===== src/design/scan_seq_pkg.sv =====
package scan_seq_pkg;
	// Clock and millisecond timebase
	localparam int CLK_PERIOD_NS = 20;
	localparam int TICK_PERIOD_NS = 1000000;
	localparam logic [15:0] TICK_CYCLES =
		16'(TICK_PERIOD_NS / CLK_PERIOD_NS);

	// Loop counts; zero is the reserved infinite code
	localparam int COUNT_W = 14;
	localparam logic [13:0] COUNT_INF = 14'h0000;
	localparam logic [13:0] COUNT_ONE = 14'h0001;
	localparam logic [13:0] COUNT_MAX = 14'h270F;

	// Millisecond delays, up to 99999.999 s
	localparam int MS_W = 27;
	localparam logic [26:0] MS_MAX = 27'h5F5E0FF;
	localparam logic [26:0] MS_ZERO = 27'h0000000;

	// Channel map: two slots of forty relays or crosspoints
	localparam int SLOT_CH = 40;
	localparam int NUM_CH = 80;
	localparam int IDX_W = 7;
	localparam logic [6:0] SLOT1_BASE = 7'h28;
	localparam logic [6:0] IDX_RESET = 7'h00;
	localparam logic [39:0] SLOT_ALL = 40'hFF_FFFF_FFFF;

	// Slot type codes; values arbitrary, not of any real card
	localparam logic [15:0] TYPE_EMPTY = 16'h0000;
	localparam logic [15:0] TYPE_SIM_MUX = 16'h0A01;
	localparam logic [15:0] TYPE_SIM_MATRIX = 16'h0A02;

	typedef enum logic [2:0] {
		SP_IMMEDIATE,
		SP_TIMER,
		SP_EXTERNAL,
		SP_BUS,
		SP_MANUAL,
		trigger_bus_input_spacing,
		SP_HOLD
	} spacing_e;

	typedef enum logic [2:0] {
		ST_IDLE,
		ST_ARM,
		ST_SCAN,
		ST_CHAN,
		ST_BREAK,
		ST_SETTLE
	} state_e;

	typedef enum logic [1:0] {
		SLOT_EMPTY,
		SLOT_MUX,
		SLOT_MATRIX,
		SLOT_OTHER
	} slot_kind_e;
endpackage


===== src/design/scan_trigger_sequencer.sv =====
`timescale 1ns/1ps
// Notes on behaviour
// - In idle the armed output stays low.
// - Step key or bus initiate leaves idle, enters arm layer, raises armed.
// - Immediate arm spacing passes straight through to the scan layer.
// - Event arm spacing waits for step, bus trigger, external or link input.
// - Arm count 1 to 9999 or infinite; return to arm while arms remain.
// - Immediate scan spacing goes on at once; others wait for their event.
// - Timer scan spacing: first scan immediate, later ones wait on timer.
// - Interval timer spans 1 ms to 99999.999 s in milliseconds.
// - Scan count per arm is 1 to 9999 or infinite.
// - Immediate channel spacing scans at once; others wait per channel.
// - Timer channel spacing: first channel immediate, rest wait on timer.
// - Channel count follows list length or a programmed 1 to 9999 or inf.
// - Each slot has its own settle delay after every closure there.
// - Immediate start closes the first channel at once, then steps on delay.
// - Scan interval runs from one scan start to the next.
// - Open-all aborts any scan, opens all relays, returns to idle.
// - One simulator code gives 40 channels, the other a 4 by 10 matrix.
// - Type assignment refused on a slot holding an identified card.
// - Each advance opens the old channel before closing the next.
// - With infinite count the walk wraps to the first list entry.
// - Type change that strands list channels clears the scan list.
module scan_trigger_sequencer #(
	parameter logic [15:0] TICK_CYCLES = scan_seq_pkg::TICK_CYCLES
) (
	input wire logic mclk,
	input wire logic rstn,
	input wire logic stepKey,
	input wire logic extTrigIn,
	input wire logic trigBusIn,
	input wire logic [1:0] cardPresent,
	input wire logic busInit,
	input wire logic busTrig,
	input wire logic openAll,
	input wire scan_seq_pkg::spacing_e armSpacing,
	input wire scan_seq_pkg::spacing_e scanSpacing,
	input wire scan_seq_pkg::spacing_e chanSpacing,
	input wire logic [13:0] armCount,
	input wire logic [13:0] scanCount,
	input wire logic [13:0] chanCount,
	input wire logic chanCountAuto,
	input wire logic [26:0] scanIntervalMs,
	input wire logic [26:0] chanIntervalMs,
	input wire logic [26:0] settleMs0,
	input wire logic [26:0] settleMs1,
	input wire logic scanListWr,
	input wire logic [79:0] scanListData,
	input wire logic typeWr,
	input wire logic typeSlot,
	input wire logic [15:0] typeCode,
	output logic armed,
	output logic settling,
	output logic [79:0] relayClose,
	output logic [6:0] activeChan,
	output logic [79:0] scanListQ,
	output scan_seq_pkg::slot_kind_e slot0Kind,
	output scan_seq_pkg::slot_kind_e slot1Kind,
	output logic typeRefused
);
	typedef struct packed {
		scan_seq_pkg::state_e st;
		logic [13:0] armLeft;
		logic [13:0] scanLeft;
		logic [13:0] chanLeft;
		logic firstScan;
		logic firstChan;
		logic [6:0] cur;
		logic curValid;
		logic [79:0] relays;
		logic [79:0] scanList;
		scan_seq_pkg::slot_kind_e kind0;
		scan_seq_pkg::slot_kind_e kind1;
		logic refused;
		logic [15:0] tickCnt;
		logic tick;
	} seq_s;

	seq_s s_reg;
	seq_s s_next;

	logic [4:0] pinLevel;
	logic [4:0] pinRise;
	logic stepRise;
	logic extRise;
	logic linkRise;
	logic scanTmrDone;
	logic chanTmrDone;
	logic settleDone;
	logic scanLoad;
	logic chanLoad;
	logic settleLoad;
	logic [26:0] settleVal;
	logic [6:0] nextIdx;
	logic nextValid;
	logic [13:0] listLen;
	logic armGo;
	logic scanGo;
	logic chanGo;
	scan_seq_pkg::slot_kind_e newKind;

	// All rear-panel and key inputs pass two flops first
	pin_sync #(.W(5)) uPins (
		.mclk(mclk),
		.rstn(rstn),
		.din({cardPresent, trigBusIn, extTrigIn, stepKey}),
		.level(pinLevel),
		.rise(pinRise)
	);
	assign stepRise = pinRise[0];
	assign extRise = pinRise[1];
	assign linkRise = pinRise[2];

	// Three delay counters on the shared tick
	ms_down_timer uScanTmr (
		.mclk(mclk),
		.rstn(rstn),
		.tick(s_reg.tick),
		.load(scanLoad),
		.loadVal(scanIntervalMs),
		.done(scanTmrDone)
	);
	ms_down_timer uChanTmr (
		.mclk(mclk),
		.rstn(rstn),
		.tick(s_reg.tick),
		.load(chanLoad),
		.loadVal(chanIntervalMs),
		.done(chanTmrDone)
	);
	ms_down_timer uSettleTmr (
		.mclk(mclk),
		.rstn(rstn),
		.tick(s_reg.tick),
		.load(settleLoad),
		.loadVal(settleVal),
		.done(settleDone)
	);

	// Spacing event select; an unknown code behaves as hold
	function automatic logic spacingEvt(scan_seq_pkg::spacing_e sp,
			logic tmr);
		logic hit;
		hit = 1'b0;
		unique case (sp)
			scan_seq_pkg::SP_IMMEDIATE: hit = 1'b1;
			scan_seq_pkg::SP_TIMER: hit = tmr;
			scan_seq_pkg::SP_EXTERNAL: hit = extRise;
			scan_seq_pkg::SP_BUS: hit = busTrig;
			scan_seq_pkg::SP_MANUAL: hit = stepRise;
			scan_seq_pkg::trigger_bus_input_spacing: hit = linkRise;
			scan_seq_pkg::SP_HOLD: hit = 1'b0;
			default: hit = 1'b0;
		endcase
		return hit;
	endfunction

	// A process, so event pins read inside the function wake it up
	always_comb begin
		// Arm layer has no timer source, so timer passes like immediate
		armGo = spacingEvt(armSpacing, 1'b1);
		// First scan and first channel skip the timer wait
		scanGo = spacingEvt(scanSpacing,
			scanTmrDone | s_reg.firstScan);
		chanGo = spacingEvt(chanSpacing,
			chanTmrDone | s_reg.firstChan);
	end

	// Next list entry after the current one, wrapping at the end
	always_comb begin
		int start;
		int j;
		start = s_reg.curValid ? int'(s_reg.cur) + 1 : 0;
		j = 0;
		nextIdx = scan_seq_pkg::IDX_RESET;
		nextValid = 1'b0;
		for (int i = scan_seq_pkg::NUM_CH - 1; i >= 0; i--) begin
			j = start + i;
			if (j >= scan_seq_pkg::NUM_CH) begin
				j = j - scan_seq_pkg::NUM_CH;
			end
			if (s_reg.scanList[j]) begin
				nextIdx = 7'(j);
				nextValid = 1'b1;
			end
		end
	end

	// List length for the automatic channel count
	always_comb begin
		listLen = scan_seq_pkg::COUNT_INF;
		for (int i = 0; i < scan_seq_pkg::NUM_CH; i++) begin
			listLen = listLen + 14'(s_reg.scanList[i]);
		end
	end

	// Settle time follows the slot of the channel being closed
	assign settleVal = (nextIdx >= scan_seq_pkg::SLOT1_BASE) ?
		settleMs1 : settleMs0;

	// Simulator and card codes map onto slot kinds
	always_comb begin
		if (typeCode == scan_seq_pkg::TYPE_EMPTY) begin
			newKind = scan_seq_pkg::SLOT_EMPTY;
		end else if (typeCode == scan_seq_pkg::TYPE_SIM_MUX) begin
			newKind = scan_seq_pkg::SLOT_MUX;
		end else if (typeCode == scan_seq_pkg::TYPE_SIM_MATRIX) begin
			newKind = scan_seq_pkg::SLOT_MATRIX;
		end else begin
			newKind = scan_seq_pkg::SLOT_OTHER;
		end
	end

	// Sequencer, tick divider and slot configuration
	always_comb begin
		s_next = s_reg;
		s_next.refused = 1'b0;
		scanLoad = 1'b0;
		chanLoad = 1'b0;
		settleLoad = 1'b0;

		// One-millisecond tick from the system clock
		if (s_reg.tickCnt >= TICK_CYCLES - 16'h0001) begin
			s_next.tickCnt = 16'h0000;
			s_next.tick = 1'b1;
		end else begin
			s_next.tickCnt = s_reg.tickCnt + 16'h0001;
			s_next.tick = 1'b0;
		end

		if (scanListWr) begin
			s_next.scanList = scanListData;
		end

		// Identified cards own their slot; assignment is refused
		if (typeWr) begin
			if (pinLevel[3 + int'(typeSlot)]) begin
				s_next.refused = 1'b1;
			end else if (!typeSlot) begin
				s_next.kind0 = newKind;
				if (newKind == scan_seq_pkg::SLOT_EMPTY &&
						s_reg.scanList[39:0] != '0) begin
					s_next.scanList = '0;
				end
			end else begin
				s_next.kind1 = newKind;
				if (newKind == scan_seq_pkg::SLOT_EMPTY &&
						s_reg.scanList[79:40] != '0) begin
					s_next.scanList = '0;
				end
			end
		end

		unique case (s_reg.st)
			scan_seq_pkg::ST_IDLE: begin
				if (stepRise || busInit) begin
					s_next.st = scan_seq_pkg::ST_ARM;
					s_next.armLeft = armCount;
					s_next.curValid = 1'b0;
				end
			end
			scan_seq_pkg::ST_ARM: begin
				if (armGo) begin
					s_next.st = scan_seq_pkg::ST_SCAN;
					s_next.scanLeft = scanCount;
					s_next.firstScan = 1'b1;
				end
			end
			scan_seq_pkg::ST_SCAN: begin
				if (scanGo) begin
					// Interval restarts at each scan start
					scanLoad = 1'b1;
					s_next.firstScan = 1'b0;
					s_next.firstChan = 1'b1;
					s_next.st = scan_seq_pkg::ST_CHAN;
					s_next.chanLeft = chanCountAuto ?
						listLen : chanCount;
				end
			end
			scan_seq_pkg::ST_CHAN: begin
				if (chanGo) begin
					chanLoad = 1'b1;
					s_next.firstChan = 1'b0;
					s_next.relays = '0;
					s_next.st = scan_seq_pkg::ST_BREAK;
				end
			end
			scan_seq_pkg::ST_BREAK: begin
				// Make only after a full cycle with all open
				s_next.st = scan_seq_pkg::ST_SETTLE;
				settleLoad = 1'b1;
				if (nextValid) begin
					s_next.cur = nextIdx;
					s_next.curValid = 1'b1;
					s_next.relays[nextIdx] = 1'b1;
				end
			end
			scan_seq_pkg::ST_SETTLE: begin
				if (settleDone) begin
					// Finite counts step down; zero never ends
					if (s_reg.chanLeft != scan_seq_pkg::COUNT_ONE) begin
						if (s_reg.chanLeft != scan_seq_pkg::COUNT_INF) begin
							s_next.chanLeft = s_reg.chanLeft - 14'h0001;
						end
						s_next.st = scan_seq_pkg::ST_CHAN;
					end else if (s_reg.scanLeft != scan_seq_pkg::COUNT_ONE) begin
						if (s_reg.scanLeft != scan_seq_pkg::COUNT_INF) begin
							s_next.scanLeft = s_reg.scanLeft - 14'h0001;
						end
						s_next.st = scan_seq_pkg::ST_SCAN;
					end else if (s_reg.armLeft != scan_seq_pkg::COUNT_ONE) begin
						if (s_reg.armLeft != scan_seq_pkg::COUNT_INF) begin
							s_next.armLeft = s_reg.armLeft - 14'h0001;
						end
						s_next.st = scan_seq_pkg::ST_ARM;
					end else begin
						s_next.st = scan_seq_pkg::ST_IDLE;
					end
				end
			end
		endcase

		// Abort has the last word over any layer
		if (openAll) begin
			s_next.st = scan_seq_pkg::ST_IDLE;
			s_next.relays = '0;
			s_next.curValid = 1'b0;
		end
	end

	always_ff @(posedge mclk or negedge rstn) begin
		if (!rstn) begin
			s_reg <= '0;
		end else begin
			s_reg <= s_next;
		end
	end

	// Armed is any state but idle
	assign armed = (s_reg.st != scan_seq_pkg::ST_IDLE);
	assign settling = (s_reg.st == scan_seq_pkg::ST_SETTLE);
	assign relayClose = s_reg.relays;
	assign activeChan = s_reg.cur;
	assign scanListQ = s_reg.scanList;
	assign slot0Kind = s_reg.kind0;
	assign slot1Kind = s_reg.kind1;
	assign typeRefused = s_reg.refused;
endmodule


===== src/design/pin_sync.sv =====
`timescale 1ns/1ps
module pin_sync #(
	parameter int W = 1
) (
	input wire logic mclk,
	input wire logic rstn,
	input wire logic [W-1:0] din,
	output logic [W-1:0] level,
	output logic [W-1:0] rise
);
	typedef struct packed {
		logic [W-1:0] meta;
		logic [W-1:0] sync;
		logic [W-1:0] last;
	} sync_s;

	sync_s s_reg;
	sync_s s_next;

	// First stage feeds only the second stage
	always_comb begin
		s_next = s_reg;
		s_next.meta = din;
		s_next.sync = s_reg.meta;
		s_next.last = s_reg.sync;
	end

	always_ff @(posedge mclk or negedge rstn) begin
		if (!rstn) begin
			s_reg <= '0;
		end else begin
			s_reg <= s_next;
		end
	end

	assign level = s_reg.sync;
	assign rise = s_reg.sync & ~s_reg.last;
endmodule


===== src/design/ms_down_timer.sv =====
`timescale 1ns/1ps
module ms_down_timer (
	input wire logic mclk,
	input wire logic rstn,
	input wire logic tick,
	input wire logic load,
	input wire logic [26:0] loadVal,
	output logic done
);
	typedef struct packed {
		logic [26:0] count;
	} tmr_s;

	tmr_s s_reg;
	tmr_s s_next;

	// Load wins over a tick in the same cycle
	always_comb begin
		s_next = s_reg;
		if (load) begin
			s_next.count = loadVal;
		end else if (tick && s_reg.count != scan_seq_pkg::MS_ZERO) begin
			s_next.count = s_reg.count - 27'h0000001;
		end
	end

	always_ff @(posedge mclk or negedge rstn) begin
		if (!rstn) begin
			s_reg <= '0;
		end else begin
			s_reg <= s_next;
		end
	end

	assign done = (s_reg.count == scan_seq_pkg::MS_ZERO);
endmodule


===== config.mk =====
export PLATFORM = sky130hd
export DESIGN_NAME = scan_trigger_sequencer
export DESIGN_NICKNAME = d
export VERILOG_FILES = /design/src/design/scan_seq_pkg.sv /design/src/design/scan_trigger_sequencer.sv /design/src/design/pin_sync.sv /design/src/design/ms_down_timer.sv
export SDC_FILE = /design/constraint.sdc
export NUM_CORES = 2
export LEC_CHECK = 0
export BUFFER_PORTS_ARGS = -buffer_cell sky130_fd_sc_hd__buf_2
export CORE_ASPECT_RATIO = 1.75
export CORE_UTILIZATION = 50
export DETAILED_ROUTE_END_ITERATION = 10
export PLACE_DENSITY_LB_ADDON = 0.12
export SLEW_MARGIN = 40
export SYNTH_ARGS = -nofsm -noshare
export SYNTH_HDL_FRONTEND = slang
export SYNTH_SLANG_ARGS = --single-unit

===== constraint.sdc =====
create_clock -name mclk -period 19.54 [get_ports mclk]
set_input_delay 0.977 -clock mclk [delete_from_list [all_inputs] [get_ports mclk]]
set_output_delay 0.977 -clock mclk [all_outputs]
set_load 0.05 [all_outputs]

==> reports/results.ini, run 1 <==
[outcome]
status = aborted with a tool error
haltStage = 5_1_grt
toolErrorMsg = [ERROR GRT-0116] Global routing finished with congestion. Check the congestion regions in the DRC Viewer.

[synth]
synth_area_leaders = dfrtp_1, mux2i_1, o21ai_0
yosysMostFrequentCell = nor2_1
synth_area_um2 = 52700
yosysWarningCount = 0
syn_inst = 6815
synth-async-reset-ratio_pct = 100
yosysTopAreaCellShare_pct = 15.7
synth_cell_types = 138
ys_seq_area_share_pct = 15.7
postSynthAreaPerCell_um2 = 7.74
yosys.area.top_type = dfrtp_1
syn-num-nets = 7322
synth_edf_count = 0
synth_commonest_cells = nor2_1, nand2_1, o21ai_0
synth-main-ff-cell = dfrtp_1
synth-seq-cells = 331

[die]
fp.dieH_um = 432
ios = 443
start_util_pct = 50.5
rows = 157
fp.dieW_um = 247

[global_route]
grt_max_degree = 83
grt_pass1_vias = 72600
grt_first_pass_wirelength_um = 621000
track_usage_pct = 78.1
overflow = 1134

[place]
place.gp.congestion = 1.33
dpl.hpwl_um = 273000
io_buffers = 442

[clock_network]
cts_buffer_depth = 3
ctsHtreeMaxLevel = 1
postCtsHoldBufs = 0
cts_inserted_buffers = 26
clock_sinks = 331
cts_resized = 0
clockRootBuffer = clkbuf_16
post_cts_buffers = 0

kinds of logic after synthesis:
kind of cell / count (synthesis) / share of synthesized area, %
compound gates: 2269 / 30.2
xor+xnor: 232 / 4.13
fa+ha+maj: 238 / 6.63
buf+inv: 910 / 8.52
flops: 331 / 15.7
mux: 489 / 11.6
simple gates: 2346 / 23.2
layer usage:
metal  track usage (%)  GRT overflow
met4              79.0           417
met1              78.9            19
met5              26.9             3
met2              93.6           658
met3              62.3            37
metrics by stage:
stage | setup slack [ps] | utilization, % | hold WS (ps) | instance area [µm²] | instances
after CTS | 9120 | 54.4 | 323 | 56900 | 8301
after detailed placement | 9160 | 53.6 | 340 | 56000 | 8254
after global placement | 8670 | 53.1 | 335 | 55500 | 8245
after floorplan | 11400 | - | 331 | 52700 | 6815
==> run 2: changes to the inputs <==
--- a/config.mk
+++ b/config.mk
@@ -6,10 +6,9 @@
 export NUM_CORES = 2
 export LEC_CHECK = 0
 export BUFFER_PORTS_ARGS = -buffer_cell sky130_fd_sc_hd__buf_2
-export CORE_ASPECT_RATIO = 1.75
-export CORE_UTILIZATION = 50
+export CORE_UTILIZATION = 35
 export DETAILED_ROUTE_END_ITERATION = 10
-export PLACE_DENSITY_LB_ADDON = 0.12
+export PLACE_DENSITY_LB_ADDON = 0.15
 export SLEW_MARGIN = 40
 export SYNTH_ARGS = -nofsm -noshare
 export SYNTH_HDL_FRONTEND = slang
==> run 2 against run 1 <==
  * The run now ends clean
  * Synthesized area did not move
  * Synthesized cell count did not move
==> reports/results.ini, run 2 <==
[sta]
period_minus_slack_ps = 11620
hold_viol_final = 0
rsz0062_at_grt = no
clock.fmax_mhz = 86.1
tns_ps = 0
slew_headroom_pct = 32.8
worst_slew_pin_slew_ps = 980
finClkSkew_ps = 70.4
maxSlewViolCount = 0
finalCritPeriodShare_pct = 59.5
finalSetupViolations = 0

[min_path]
hold_path_class = reg -> reg
min-delay-start = uPins.s_next[9]

[worst_setup_path]
crit_path_max_fanout = 30
endpoint = relayClose[78]
timing.rr.end = relayClose[78]
criticalPathCategory = reg -> reg
worst_r2r_path_depth = 27
crit_arrival_ps = 12120
r2r_start = activeChan[1]
end_kind = flip-flop
required_ps = 20040
rrSetupSlack_ps = 7920
cp-start-kind = flip-flop
cp-startpoint = activeChan[1]

[synth]
ys_seq_area_share_pct = 15.7
synth_simple_gate_area_share_pct = 23.2
synth_xor_area_share_pct = 4.13
syn-num-nets = 7322
syn_inst = 6815
synth_area_leaders = dfrtp_1, mux2i_1, o21ai_0
synth_cell_types = 138
synthMuxAreaShare_pct = 11.6
synth-compound-area-share_pct = 30.2
yosys.area.top_type = dfrtp_1
postSynthAreaPerCell_um2 = 7.74
yosysTopAreaCellShare_pct = 15.7
yosysMostFrequentCell = nor2_1
yosysWarningCount = 0
synth_commonest_cells = nor2_1, nand2_1, o21ai_0
synth_edf_count = 0
synth_adder_area_share_pct = 6.63
synth-main-ff-cell = dfrtp_1
synth-seq-cells = 331
synth_top_family_by_area = compound AO/OA/AOI/OAI gates
synth_area_um2 = 52700
synth-async-reset-ratio_pct = 100

[power_and_ir_drop]
p_per_area_nw_per_um2 = 102
p_leak_nw = 23.8
vdd_drop_max_v = 0.000514

[clock_network]
cts_buffer_depth = 3
clock_sinks = 331
clkLatencyLatePin_ps = 640
clk_pin_slew_ps = 100
cts_resized = 0
post_cts_buffers = 0
cts_inserted_buffers = 40
postCtsHoldBufs = 0
ctsHtreeMaxLevel = 2
clockRootBuffer = clkbuf_16
cts_tree = built

[cells_and_area]
drive_gt1_share_pct = 18.5
fillers = 15700
mostFrequentLayoutCell = nor2_1
design_area_um2 = 58600
postLayoutCoreUtil_pct = 39.2
syn_to_final_growth_pct = 11.1
nets = 7468
most-common-layout-cells = nor2_1, nand2_1, o21ai_0
final_cells = 9025

[die]
fp.dieW_um = 390
dieArea_um2 = 152000
fp.dieH_um = 390
rows = 142
ios = 443
design.core.area_um2 = 150000
start_util_pct = 35.2

[outcome]
status = complete, no violations

[place]
place.gp.congestion = 1.17
post-place-cells = 8931
post_dp_cell_area_um2 = 56900
dpl.hpwl_um = 286000
io_buffers = 442

[routing]
post-route-drc-count = 0
dr.pass1.iters = 7
drtIter0Drc = 9268
postRouteAntennaNets = 0
drt-vias-per-instance = 6.98
totalWireLength_um = 360000
via_count = 63000
wl_per_cell_um = 39.9

[global_route]
antenna_found_initial = 36
grt_first_pass_wirelength_um = 486000
track_usage_pct = 45.6
grt_max_degree = 85
met1_usage_pct = 57.4
use_met3_pct = 15.4
grt_pass1_vias = 57900
grt_use_met2_pct = 64.2
overflow = 0
top_usage_layer = met2

[run]
drv_cap = 0

==> run 2: logic make-up (layout without fill, tap and decap cells) <==
group | count (synthesis) | after routing
simple gates | 2346 | 2346
compound gates | 2269 | 2269
buf+inv | 910 | 1088
mux | 489 | 489
flops | 331 | 331
fa+ha+maj | 238 | 238
xor+xnor | 232 | 232
other cells | 0 | 16
==> run 2: final cells by class <==
| class | instances | area [µm²] | share of cell area, % |
|---|---|---|---|
| repair buffers | 712 | 4300 | 7.34 |
| well taps | 2016 | 2520 | 4.31 |
| clock inverters | 19 | 260 | 0.444 |
| multi-input cells | 5574 | 40900 | 69.8 |
| diodes | 16 | 40.0 | 0.0683 |
| flip-flops and latches | 331 | 8290 | 14.1 |
| inverters | 302 | 1140 | 1.94 |
| clock buffers | 55 | 1170 | 1.99 |
==> run 2: worst min path at each step <==
stage	end	slack [ps]	cells after the start
2_1_floorplan	uPins.level[0]	330	0
3_3_place_gp	uPins.level[4]	330	0
3_5_place_dp	uPins.level[4]	330	0
4_1_cts	activeChan[1]	340	1
5_1_grt	uPins.level[4]	360	0
6_report	uPins.level[4]	340	0
==> run 2: through the flow <==
step / hold WS, ps / power, W / setup slack, ps
6_report: 341 / 0.00596 / 7920
5_1_grt: 362 / 0.00653 / 8030
4_1_cts: 339 / 0.00595 / 8450
3_5_place_dp: 335 / 0.00510 / 8500
3_3_place_gp: 332 / 0.00504 / 8400
2_1_floorplan: 331 / 0.00386 / 11400
==> run 2: layer usage <==
metal | part of all wire [%] | up-vias | routed length (µm)
met1 | 39 | 31000 | 139000
li1 | - | 26100 | -
met2 | 40 | 4599 | 143000
met5 | 0.054 | - | 195
met3 | 12 | 1227 | 44400
met4 | 9.2 | 26 | 33300
==> run 2: power by group <==
part,internal [W],leakage (nW),switching (W)
Clock,0.000478,0.689,0.000343
Combinational,0.00170,19.0,0.00241
Sequential,0.000837,4.11,0.000191
Total,0.00301,23.8,0.00295
==> run 2: critical path: stages, from the launching register on <==
cell and delay (ps):
dfrtp_1 780, and3_1 260, buf_4 290, mux2i_4 770, buf_4 600, inv_2 350, buf_4 400, ha_1 480
a31oi_1 660, xnor2_1 190, buf_4 260, inv_1 240, ha_1 380, or4_1 570, and2_1 210, o21ai_0 260
nor3_2 170, o211a_1 310, nor2_1 760, nand3_1 370, a311o_1 430, a31oi_1 360, o211ai_1 220, a21o_1 280
a21oi_1 210, o311a_1 710, nand3_1 560, o21ai_0 320
Note: power is estimated with default switching activity, not from simulation.
